--- config.mk ---
export PLATFORM = sky130hd
export DESIGN_NAME = pcd_pwm_ctrl
export DESIGN_NICKNAME = d
export VERILOG_FILES = /design/src/hw/pcd_pkg.sv /design/src/hw/pcd_pwm_ctrl.sv
export VERILOG_INCLUDE_DIRS = /design/src /design/src/hw
export SDC_FILE = /design/constraint.sdc
export NUM_CORES = 1
export LEC_CHECK = 0
export ABC_AREA = 1
export ABC_CLOCK_PERIOD_IN_PS = 2500
export BUFFER_PORTS_ARGS = -buffer_cell sky130_fd_sc_hd__buf_2
export CORE_MARGIN = 5
export CORE_UTILIZATION = 48
export CTS_CLUSTER_SIZE = 25
export DETAILED_ROUTE_END_ITERATION = 8
export HOLD_SLACK_MARGIN = 0.15
export PLACE_DENSITY = 0.84
export SLEW_MARGIN = 25
export SYNTH_ARGS = -nofsm -noshare
export SYNTH_HDL_FRONTEND = slang
export SYNTH_SLANG_ARGS = --single-unit
--- constraint.sdc ---
create_clock -name sys_clk -period 2.5 [get_ports sys_clk]
set_clock_uncertainty 0.05 [all_clocks]
set_input_delay 0.125 -clock sys_clk [delete_from_list [all_inputs] [get_ports sys_clk]]
set_output_delay 0.125 -clock sys_clk [all_outputs]
set_load 0.005 [all_outputs]
--- src/hw/pcd_consts.svh ---
// Constants for the duty/control register block of one modulator channel.
// Assumes byte addressing on a 32-bit classic Wishbone bus.
`ifndef PCD_CONSTS_SVH
`define PCD_CONSTS_SVH

// ==========================================================
// Register byte offsets
`define PCD_OFS_CONTROL 8'h00
`define PCD_OFS_DUTY_HI 8'h04
`define PCD_OFS_DUTY_LO 8'h08

// ==========================================================
// Control register fields
`define PCD_CTL_ON_BIT 7
`define PCD_CTL_READBACK_BIT 5
`define PCD_CTL_INVERT_BIT 4

// ==========================================================
// Duty lower bits field position
`define PCD_DLO_MSB 7
`define PCD_DLO_LSB 6

// ==========================================================
// Reset values
`define PCD_CTL_RESET 8'h00
`define PCD_PHASE_RESET 2'h0
`define PCD_DUTY_LATCH_RESET 10'h000

// ==========================================================
// Last clock phase within one timer increment at prescale 1:1
`define PCD_PHASE_LAST 2'h3

`endif

--- src/hw/pcd_pkg.sv ---
// Types for the modulator control block.
// Assumes pcd_consts.svh is on the include path.
package pcd_pkg;

  // ==========================================================
  // Wishbone request from the master
  typedef struct packed {
    logic cyc;
    logic stb;
    logic we;
    logic [3:0] sel;
    logic [7:0] adr;
    logic [31:0] dat;
  } pcd_wb_req_t;

  // ==========================================================
  // Wishbone answer to the master
  typedef struct packed {
    logic ack;
    logic [31:0] dat;
  } pcd_wb_rsp_t;

  // ==========================================================
  // Period timer view, from the shared timer on the same clock
  typedef struct packed {
    logic [7:0] count;
    logic restart;
    logic prescale_one;
    logic [1:0] prescale_bits;
  } pcd_timer_t;

  // ==========================================================
  // Whole state of the block
  typedef struct packed {
    logic channel_on;
    logic output_inversion;
    logic [7:0] duty_upper_bits;
    logic [1:0] duty_lower_bits;
    logic [9:0] duty_latched;
    logic [1:0] phase;
    logic active;
    logic pin;
    pcd_wb_rsp_t rsp;
  } pcd_state_t;

endpackage : pcd_pkg

--- src/hw/pcd_pwm_ctrl.sv ---
// Control and duty registers plus compare logic of one 10-bit modulator channel.
// Assumes a classic Wishbone master and a period timer on sys_clk.
`timescale 1ns/1ns
`include "pcd_consts.svh"

module pcd_pwm_ctrl (
  input wire logic sys_clk,
  input wire logic rstn,
  input wire pcd_pkg::pcd_wb_req_t wb_req,
  output pcd_pkg::pcd_wb_rsp_t wb_rsp,
  input wire pcd_pkg::pcd_timer_t timer,
  output logic pwm_out
);
  import pcd_pkg::*;

  // ==========================================================
  // State
  pcd_state_t state_reg;
  pcd_state_t state_next;

  logic access;
  logic wr_strobe;
  logic [9:0] duty_buffered;
  logic [9:0] time_base;
  logic [7:0] control_read;
  logic [7:0] lower_read;
  logic [31:0] read_word;

  // ==========================================================
  // Bus decode
  assign access = wb_req.cyc && wb_req.stb;
  // Write lands on the edge where the master sees ack
  assign wr_strobe = access && wb_req.we && wb_req.sel[0] && state_reg.rsp.ack;

  assign duty_buffered = {state_reg.duty_upper_bits, state_reg.duty_lower_bits};

  // Timer increments every four clocks at 1:1, so phase fills the low bits
  assign time_base = {timer.count, timer.prescale_one ? state_reg.phase : timer.prescale_bits};

  // ==========================================================
  // Read data
  always_comb begin
    control_read = 8'h00;
    control_read[`PCD_CTL_ON_BIT] = state_reg.channel_on;
    control_read[`PCD_CTL_READBACK_BIT] = state_reg.pin;
    control_read[`PCD_CTL_INVERT_BIT] = state_reg.output_inversion;
    lower_read = 8'h00;
    lower_read[`PCD_DLO_MSB:`PCD_DLO_LSB] = state_reg.duty_lower_bits;
    case (wb_req.adr)
      `PCD_OFS_CONTROL: begin
        read_word = {24'h000000, control_read};
      end
      `PCD_OFS_DUTY_HI: begin
        read_word = {24'h000000, state_reg.duty_upper_bits};
      end
      `PCD_OFS_DUTY_LO: begin
        read_word = {24'h000000, lower_read};
      end
      default: begin
        // Unmapped offsets still ack, with zero data
        read_word = 32'h00000000;
      end
    endcase
  end

  // ==========================================================
  // Next state
  always_comb begin
    state_next = state_reg;

    // Bus answer: ack one cycle after the request, dropped the next
    state_next.rsp.ack = access && !state_reg.rsp.ack;
    if (access && !state_reg.rsp.ack && !wb_req.we) begin
      state_next.rsp.dat = read_word;
    end else begin
      state_next.rsp.dat = 32'h00000000;
    end

    // Register writes; unimplemented bits are simply not stored
    if (wr_strobe) begin
      case (wb_req.adr)
        `PCD_OFS_CONTROL: begin
          state_next.channel_on = wb_req.dat[`PCD_CTL_ON_BIT];
          state_next.output_inversion = wb_req.dat[`PCD_CTL_INVERT_BIT];
        end
        `PCD_OFS_DUTY_HI: begin
          state_next.duty_upper_bits = wb_req.dat[7:0];
        end
        `PCD_OFS_DUTY_LO: begin
          state_next.duty_lower_bits = wb_req.dat[`PCD_DLO_MSB:`PCD_DLO_LSB];
        end
        default: begin
          state_next.channel_on = state_reg.channel_on;
        end
      endcase
    end

    // Clock phase within one timer increment
    if (timer.restart || state_reg.phase == `PCD_PHASE_LAST) begin
      state_next.phase = `PCD_PHASE_RESET;
    end else begin
      state_next.phase = state_reg.phase + 2'h1;
    end

    // Compare engine
    if (timer.restart) begin
      // Double buffer: duty only takes effect at a period boundary
      state_next.duty_latched = duty_buffered;
      if (duty_buffered != 10'h000) begin
        state_next.active = 1'b1;
      end else begin
        state_next.active = 1'b0;
      end
    end else if (time_base == state_reg.duty_latched) begin
      // Equality only: a duty beyond the period is never reached
      state_next.active = 1'b0;
    end

    // Pin level; follows the control write at the same edge, so a disabled channel never shows a stale pulse
    if (state_next.channel_on) begin
      state_next.pin = state_next.active ^ state_next.output_inversion;
    end else begin
      state_next.pin = state_next.output_inversion;
    end
  end

  // ==========================================================
  // State register
  // Buffered duty registers are left out of reset so they survive it; duty_latched still resets
  always_ff @(posedge sys_clk) begin
    if (!rstn) begin
      state_reg.channel_on <= 1'b0;
      state_reg.output_inversion <= 1'b0;
      state_reg.duty_upper_bits <= state_reg.duty_upper_bits;
      state_reg.duty_lower_bits <= state_reg.duty_lower_bits;
      state_reg.duty_latched <= `PCD_DUTY_LATCH_RESET;
      state_reg.phase <= `PCD_PHASE_RESET;
      state_reg.active <= 1'b0;
      state_reg.pin <= 1'b0;
      state_reg.rsp <= '0;
    end else begin
      state_reg <= state_next;
    end
  end

  // ==========================================================
  // Outputs
  assign wb_rsp = state_reg.rsp;
  assign pwm_out = state_reg.pin;

endmodule : pcd_pwm_ctrl

Word level (Yosys, flattened, before mapping)
Cells that the tools add are included.

Output and inout bits: 34. Logic and storage cells: 43. Flip-flop bits (word level): 59. Input bits: 61.

Muxes and demuxes: 11. Bitwise logic cells: 2. Add/sub/neg operators: 1. Reduce and logical (&&, ||, !) cells: 15. Equal/unequal tests: 4.

Operators by type and width (count): $pmux 8 s3 (1); $mux 12 (1); $eq 10x10->1 (1); $reduce_bool 10->1 (1); $eq 8x3->1 const B (1); $eq 8x4->1 const B (1); $logic_not 8->1 (1); $mux 8 (1); $logic_and 1x1->1 (6); $mux 1 (6); $reduce_and 3->1 (2); $mux 2 (2); $add 2x1->2 const B (1); $eq 2x2->1 const B (1); $logic_not 1->1 (2); $reduce_and 2->1 (1); $reduce_or 2->1 (1); $logic_or 1x1->1 (1); $not 1->1 (1); $xor 1x1->1 (1).

Depth between registers and ports, before layout
Gate-level depths: netlist of run 1.

Depth after elaboration: 7. Mapped depth: 12. Gate-level depth less buffers: 12.

Least setup slack after synthesis of run 1
OpenSTA, ideal clock, no wires.

Path kind: register to register. From: register state_reg, in the netlist wb_rsp[32]. To: register state_reg, in the netlist duty_buffered[2], enable pin. Cell stages (with the launch flop): 5. Setup time: 0.370 ns. Period minus slack after synthesis: 1.535 ns. Arrival: 1.114 ns. Path slack: 0.965 ns. Data required time: 2.080 ns. Path buffers: 0. Cells stage by stage: dfxtp_1 -> nand3_1 -> nor2_2 -> nand2_1 -> nor2_1.

Cells in the longest elaborated chain, start to end: 2.

RTL lines: from (decl) (RTL line pcd_pwm_ctrl.sv:18) `pcd_state_t state_reg;`; from (signal assigned) (RTL line pcd_pwm_ctrl.sv:142) `state_reg <= state_next;`; $logic_and 1x1->1 (RTL line pcd_pwm_ctrl.sv:33) `assign wr_strobe = access && wb_req.we && wb_req.sel[0] && state_reg.rsp.ack;`; $reduce_and 3->1 (no source line).

Every way passes these cells. A chain may end at the register's enable or synchronous reset.

Worst setup path in the final report of run 1
From: input port wb_req[35] (netlist name). To: register state_reg, in the netlist duty_buffered[3], enable pin.

Cells in the longest elaborated chain, start to end: 2.

RTL lines: from (decl) (RTL line pcd_pwm_ctrl.sv:9) `input wire pcd_pkg::pcd_wb_req_t wb_req,`; $eq 8x3->1 (RTL line pcd_pwm_ctrl.sv:81) `case (wb_req.adr)`; $reduce_and 3->1 (no source line).

Every way passes these cells.

==> results of run 1 <==
where the power goes:
part	leakage (nW)	total, mW	internal, mW	switching (mW)
clock	0.0414	0.370	0.185	0.185
sequential	0.295	0.604	0.596	0.00843
combinational	0.702	0.122	0.0545	0.0671
total	1.04	1.10	0.835	0.261
cells in the mapped netlist, drive strengths merged, types with 3 or more instances:
master,count
nand3,10
o21ai,11
nand4,3
nor3,3
nor2,24
a21oi,14
buf,34
dfxtp,25
inv,33
nand2,55
edfxtp,10
layer usage:
layer | part of all wire | vias to the layer above
met1 | 0.39 | 665
li1 | - | 776
met2 | 0.50 | 54
met3 | 0.096 | 7
met5 | 0 | -
met4 | 0.013 | 0
logic make-up (layout without fill, tap and decap cells):
kind of cell             after synthesis  in the layout
flip-flops                            35             35
AND/OR/NAND/NOR                      101            101
other                                  1             24
adder cells (fa/ha/maj)                1              1
AO/OA/AOI/OAI                         27             27
buffers and inverters                 69             96
how the worst max path moves through the flow:
| stage | start | to | slack, ns | cells past startpoint |
|---|---|---|---|---|
| after floorplan | wb_rsp[32] | duty_buffered[2] | 0.97 | 4 |
| after global placement | wb_req[33] | duty_buffered[2] | 0.71 | 4 |
| after detailed placement | wb_req[33] | duty_buffered[3] | 0.69 | 4 |
| after CTS | wb_req[35] | duty_buffered[3] | 0.60 | 5 |
| after global routing | wb_req[35] | duty_buffered[6] | 0.47 | 5 |
| final | wb_req[35] | duty_buffered[3] | 0.56 | 5 |
worst max-delay path, stage by stage:
cell and delay, ns:
dlygate4sd3_1 0.53, buf_2 0.15, nor4_4 0.24, nand2_1 0.21
nor2_1 0.56
cell usage in the layout, fill, tap and decap left out, types with 2 or more instances in the layout:
cell type,n
inv_1,32
conb_1,24
nor2_1,21
nor3b_1,2
nor2_4,2
clkbuf_8,5
a21oi_1,13
or2_1,2
dfxtp_1,25
nand3_1,8
dlygate4sd3_1,13
nor3_1,3
nand3_2,2
edfxtp_1,10
nand4_1,3
buf_2,43
nor4_4,2
nand2_1,54
o21ai_0,11
cell type report:
type,instances,area share
multi-input combinational,153,0.341
timing repair buffer,56,0.162
tap,48,0.0281
sequential,35,0.375
clock buffer,5,0.0322
clock inverter,2,0.00410
inverter,33,0.0580
timing repair:
item | in CTS | in global routing
hold endpoints to repair | 21 | 0
hold buffers | 13 | 0
resized for setup | 0 | 0
==> results.toml, run 1 <==
[clocking]
clockBufferDepth = 2
cts_root_buf = "clkbuf_8"
clkSlewWorstSetupHoldPaths_ns = 0.07
clkSinkCount = 35
cts-buffers-inserted = 5
cts_htree_levels = 2
clkLatencyLatePin_ns = 0.29
cts_tree = "done"
cts_setup_buffers = 0

[timing]
hold_viol = 0
fmax_ghz = 0.516
fin_ws_ns = 0.562
tns_ns = 0
layout_min_cycle_time_ns = 1.94
worst_pin_slew_ns = 0.659
setup_viol = 0
finalCritPeriodShare = 0.775
slew_viol_final = 0
max_slew_margin = 0.559
rsz0062_at_grt = "no"
hold_ws_ns = 0.162

[synth]
muxShareOfSynthArea = 0
synth_compound_gate_area_share = 0.0788
synth_area_mm2 = 0.00183
synth_top_family_by_area = "simple AND/OR/NAND/NOR gates"
ys_ff_latch = 35
synth_simple_gate_area_frac = 0.263
ys_seq_area_frac = 0.439
yosysTopAreaCell = "dfxtp_1"
yosys_most_used_dff = "dfxtp_1"
ys_top_cells_by_area = "dfxtp_1, edfxtp_1, buf_4"
synth.distinct_cells = 26
async_flop_share = 0
synthAdderAreaFrac = 0.00685
synth_xor_area_frac = 0
synthCells = 234
synth_top_area_share = 0.274
synth-edff-count = 10
yosys_warnings = 0
synth_area_per_cell_um2 = 7.80

[routing]
via_per_inst = 4.52
via_count = 1502
drc = 0
routed_wl_mm = 3.58
wl_per_cell_um = 10.8
ant_nets = 0
first_pass_iters = 4
drt_iter0_drc = 55

[worst_hold_path]
worstHoldPathCells = 4
hold_path.class = "in2reg"
whs_endpoint = "wb_rsp[6]"
hold_start = "wb_req[33]"

[place]
dp_hpwl_mm = 2.78
placed_cell_area_mm2 = 0.00193
pre_cts_ws_ns = 0.694
place_inst = 312
routabilityCongestion = 0.844
portBuffers = 43

[global_routing]
met2_usage = 0.249
grt-busiest-layer = "met2"
grtUsageMet1 = 0.158
grt_pass1_vias = 1399
grt_max_degree = 18
grt_first_pass_wirelength_mm = 5.87
grt_overflow = 0
antenna_found_initial = 0
grt_util_met3 = 0.0617
track_usage = 0.144

[floorplanning]
die_y_um = 71.7
initial_core_util = 0.499
rows = 22
die_w_um = 71.7
io_pins = 95
core_area_mm2 = 0.00366
die-area_mm2 = 0.00514

[setup_path]
startpoint_type = "input port"
critPathCaptureType = "flip-flop"
worstReg2RegEnd = "duty_buffered[3]"
critPathMaxFanout = 8
timing.rr.start = "wb_rsp[32]"
r2r_slack_ns = 0.73
worstPathRequired_ns = 2.37
critPathKind = "in2reg"
cp.arrival_ns = 1.81
rr_worst_depth = 4

[finish]
drive_above_1_share = 0.208
areaGrowthSynthToFinish_pct = 16.9
layout.nets = 346
design_area_mm2 = 0.00213
fill_cells = 344
final_util = 0.583
num_antenna_cells = 0
multi_input_area_um2 = 727
final_cells = 332
ff_latch_area_um2 = 801
largest_reg_flops = 13

[status]
outcome = "completed"

[power]
power_mw = 1.10
power.density_mw_per_mm2 = 513
peakVddDrop_uv = 393
power.leakage_nw = 1.04

[job]
drv_cap = 0
(Power assumes the default switching activity.)
==> inputs of run 2 (changes only) <==
--- a/config.mk
+++ b/config.mk
@@ -6,15 +6,15 @@
 export SDC_FILE = /design/constraint.sdc
 export NUM_CORES = 1
 export LEC_CHECK = 0
-export ABC_AREA = 1
-export ABC_CLOCK_PERIOD_IN_PS = 2500
+export ABC_AREA = 0
+export ABC_CLOCK_PERIOD_IN_PS = 1800
 export BUFFER_PORTS_ARGS = -buffer_cell sky130_fd_sc_hd__buf_2
 export CORE_MARGIN = 5
-export CORE_UTILIZATION = 48
+export CORE_UTILIZATION = 44
 export CTS_CLUSTER_SIZE = 25
 export DETAILED_ROUTE_END_ITERATION = 8
 export HOLD_SLACK_MARGIN = 0.15
-export PLACE_DENSITY = 0.84
+export PLACE_DENSITY = 0.79
 export SLEW_MARGIN = 25
 export SYNTH_ARGS = -nofsm -noshare
 export SYNTH_HDL_FRONTEND = slang
==> constraint.sdc (replaced) <==
create_clock -name sys_clk -period 1.8 [get_ports sys_clk]
set_clock_uncertainty 0.05 [all_clocks]
set_input_delay 0.09 -clock sys_clk [delete_from_list [all_inputs] [get_ports sys_clk]]
set_output_delay 0.09 -clock sys_clk [all_outputs]
set_load 0.005 [all_outputs]
==> run 2 against run 1 <==
Against the previous run: sequential share of layout area down 0.28 points; non-clock buffer count up 14; count of clock-buffer cells in the layout up 3; via count down 18%; critical path depth unchanged; setup slack worse by 0.52 ns; global-route usage down 0.73 points; hold slack worse by 0.0025 ns; clock power up 44%; highest routed layer unchanged; total power up 40%.
==> results.toml, run 2 <==
[status]
outcome = "completed"

[timing]
fin_ws_ns = 0.0444
setup_viol = 0
fmax_ghz = 0.570
rsz0062_at_grt = "no"
hold_viol = 0
slew_viol_final = 0
layout_min_cycle_time_ns = 1.76
tns_ns = 0
finalCritPeriodShare = 0.975
hold_ws_ns = 0.159

[synth]
synth.most_common_cell = "buf_4"
yosysTopAreaCell = "dfxtp_1"
synth_compound_gate_area_share = 0.0190
synthAdderAreaFrac = 0.00730
synth_area_mm2 = 0.00171
synthCells = 158
synth_top_family_by_area = "simple AND/OR/NAND/NOR gates"
yosys_warnings = 0
ys_seq_area_frac = 0.467
synth_xor_area_frac = 0.0511
yosys-top-cells-count = "buf_4, dfxtp_1, mux2i_1"
synth_area_per_cell_um2 = 10.8
synth_top_area_share = 0.292
muxShareOfSynthArea = 0.111
ys_ff_latch = 35
synth-edff-count = 10
yosys_most_used_dff = "dfxtp_1"
synth_simple_gate_area_frac = 0.183
ys_top_cells_by_area = "dfxtp_1, edfxtp_1, buf_4"
synth.distinct_cells = 33
async_flop_share = 0

[floorplanning]
die_y_um = 72.4
die_w_um = 72.4
io_pins = 95
rows = 22
core_area_mm2 = 0.00372
initial_core_util = 0.461
die-area_mm2 = 0.00524

[finish]
fill_cells = 332
final_cell_mix = "buf_2, dfxtp_1, conb_1, mux2i_1, dlygate4sd3_1"
areaGrowthSynthToFinish_pct = 25.5
num_antenna_cells = 0
ff_latch_area_um2 = 801
layout.nets = 282
largest_reg_flops = 13
final_util = 0.579
multi_input_area_um2 = 738
mostFrequentLayoutCell = "buf_2"
drive_above_1_share = 0.294

[clocking]
cts_tree = "done"
clockBufferDepth = 2
cts_root_buf = "clkbuf_8"
clkSlewWorstSetupHoldPaths_ns = 0.06
cts-buffers-inserted = 5
clkSinkCount = 35
clkLatencyLatePin_ns = 0.29
cts_htree_levels = 2

[routing]
via_count = 1236
wl_per_cell_um = 13.3
first_pass_iters = 4
via_per_inst = 4.59
routed_wl_mm = 3.59
drc = 0
ant_nets = 0
drt_iter0_drc = 37

[global_routing]
grt_pass1_vias = 1177
grt_overflow = 0
grt_first_pass_wirelength_mm = 5.34
track_usage = 0.137
grt_max_degree = 14
antenna_found_initial = 0

[setup_path]
critical-path-slowest-cell = "edfxtp_1"
critPathKind = "reg2reg"
startpoint_type = "flip-flop"
critPathCaptureType = "flip-flop"
cp.arrival_ns = 1.88
critPathMaxFanout = 3
worstPathRequired_ns = 1.93
cpPeakStageDelay_ns = 0.41
critical_path.cell_chain = "nor4_1 > a31oi_1 > nand3b_1 > o221a_2 > mux2_4"

[job]
drv_cap = 0

[place]
dp_hpwl_mm = 2.53
pre_cts_ws_ns = 0.0614
portBuffers = 43
routabilityCongestion = 0.765

[worst_hold_path]
hold_path.class = "in2reg"

[power]
power.leakage_nw = 1.04
power.density_mw_per_mm2 = 711
peakVddDrop_uv = 568
run 2: timing repair:
action	in CTS	in global routing
gates resized for setup	0	4
setup endpoints to repair	0	3
hold endpoints to repair	29	0
hold buffers	18	0
buffers inserted	0	1
run 2: metal layers:
layer	wire length, µm	vias up	GRT usage
met5	0	-	0
met4	38	0	0.0553
met3	327	6	0.0554
met2	1830	56	0.233
met1	1390	570	0.152
li1	-	604	-
run 2: stage by stage:
stage / total power [mW] / area [µm²] / instances
floorplan: 0.966 / 1800 / 181
global placement: 0.980 / 1880 / 244
detailed placement: 0.983 / 1880 / 244
CTS: 1.54 / 2140 / 270
global route: 1.60 / 2150 / 269
finish: 1.53 / 2150 / 269
run 2: logic make-up (layout without fill, tap and decap cells):
group           Yosys count  in the layout
compound gates            5              5
other cells               1             24
mux                      18             18
fa+ha+maj                 1              1
simple gates             49             49
xor+xnor                 10             10
flops                    35             35
buf+inv                  39             79
run 2: critical path, delay by kind of cell (launching register included):
| kind | cells | cell delay [ns] |
|---|---|---|
| compound gates | 2 | 0.42 |
| flops | 1 | 0.41 |
| mux | 1 | 0.29 |
| simple gates | 2 | 0.48 |
run 2: cell type report:
type,instances,area share
multi-input cells,107,0.343
repair buffers,70,0.218
flip-flops and latches,35,0.372
clock buffers,8,0.0372
well taps,48,0.0279
inverters,1,0.00175
run 2: path summary, 6_finish.rpt:
check / depth (start not counted) / end / start / slack (ns)
setup / recovery: 5 / pwm_out / duty_buffered[4] / 0.04
setup reg to reg: 5 / pwm_out / duty_buffered[4] / 0.04
hold / removal: 3 / wb_rsp[6] / wb_req[34] / 0.16
hold reg to reg: 1 / state_reg[35] / state_reg[35] / 0.42
run 2: power breakdown:
part	switching (mW)	internal (mW)	leakage [nW]
sequential	0.00838	0.823	0.294
clock	0.259	0.274	0.0395
combinational	0.0750	0.0902	0.705
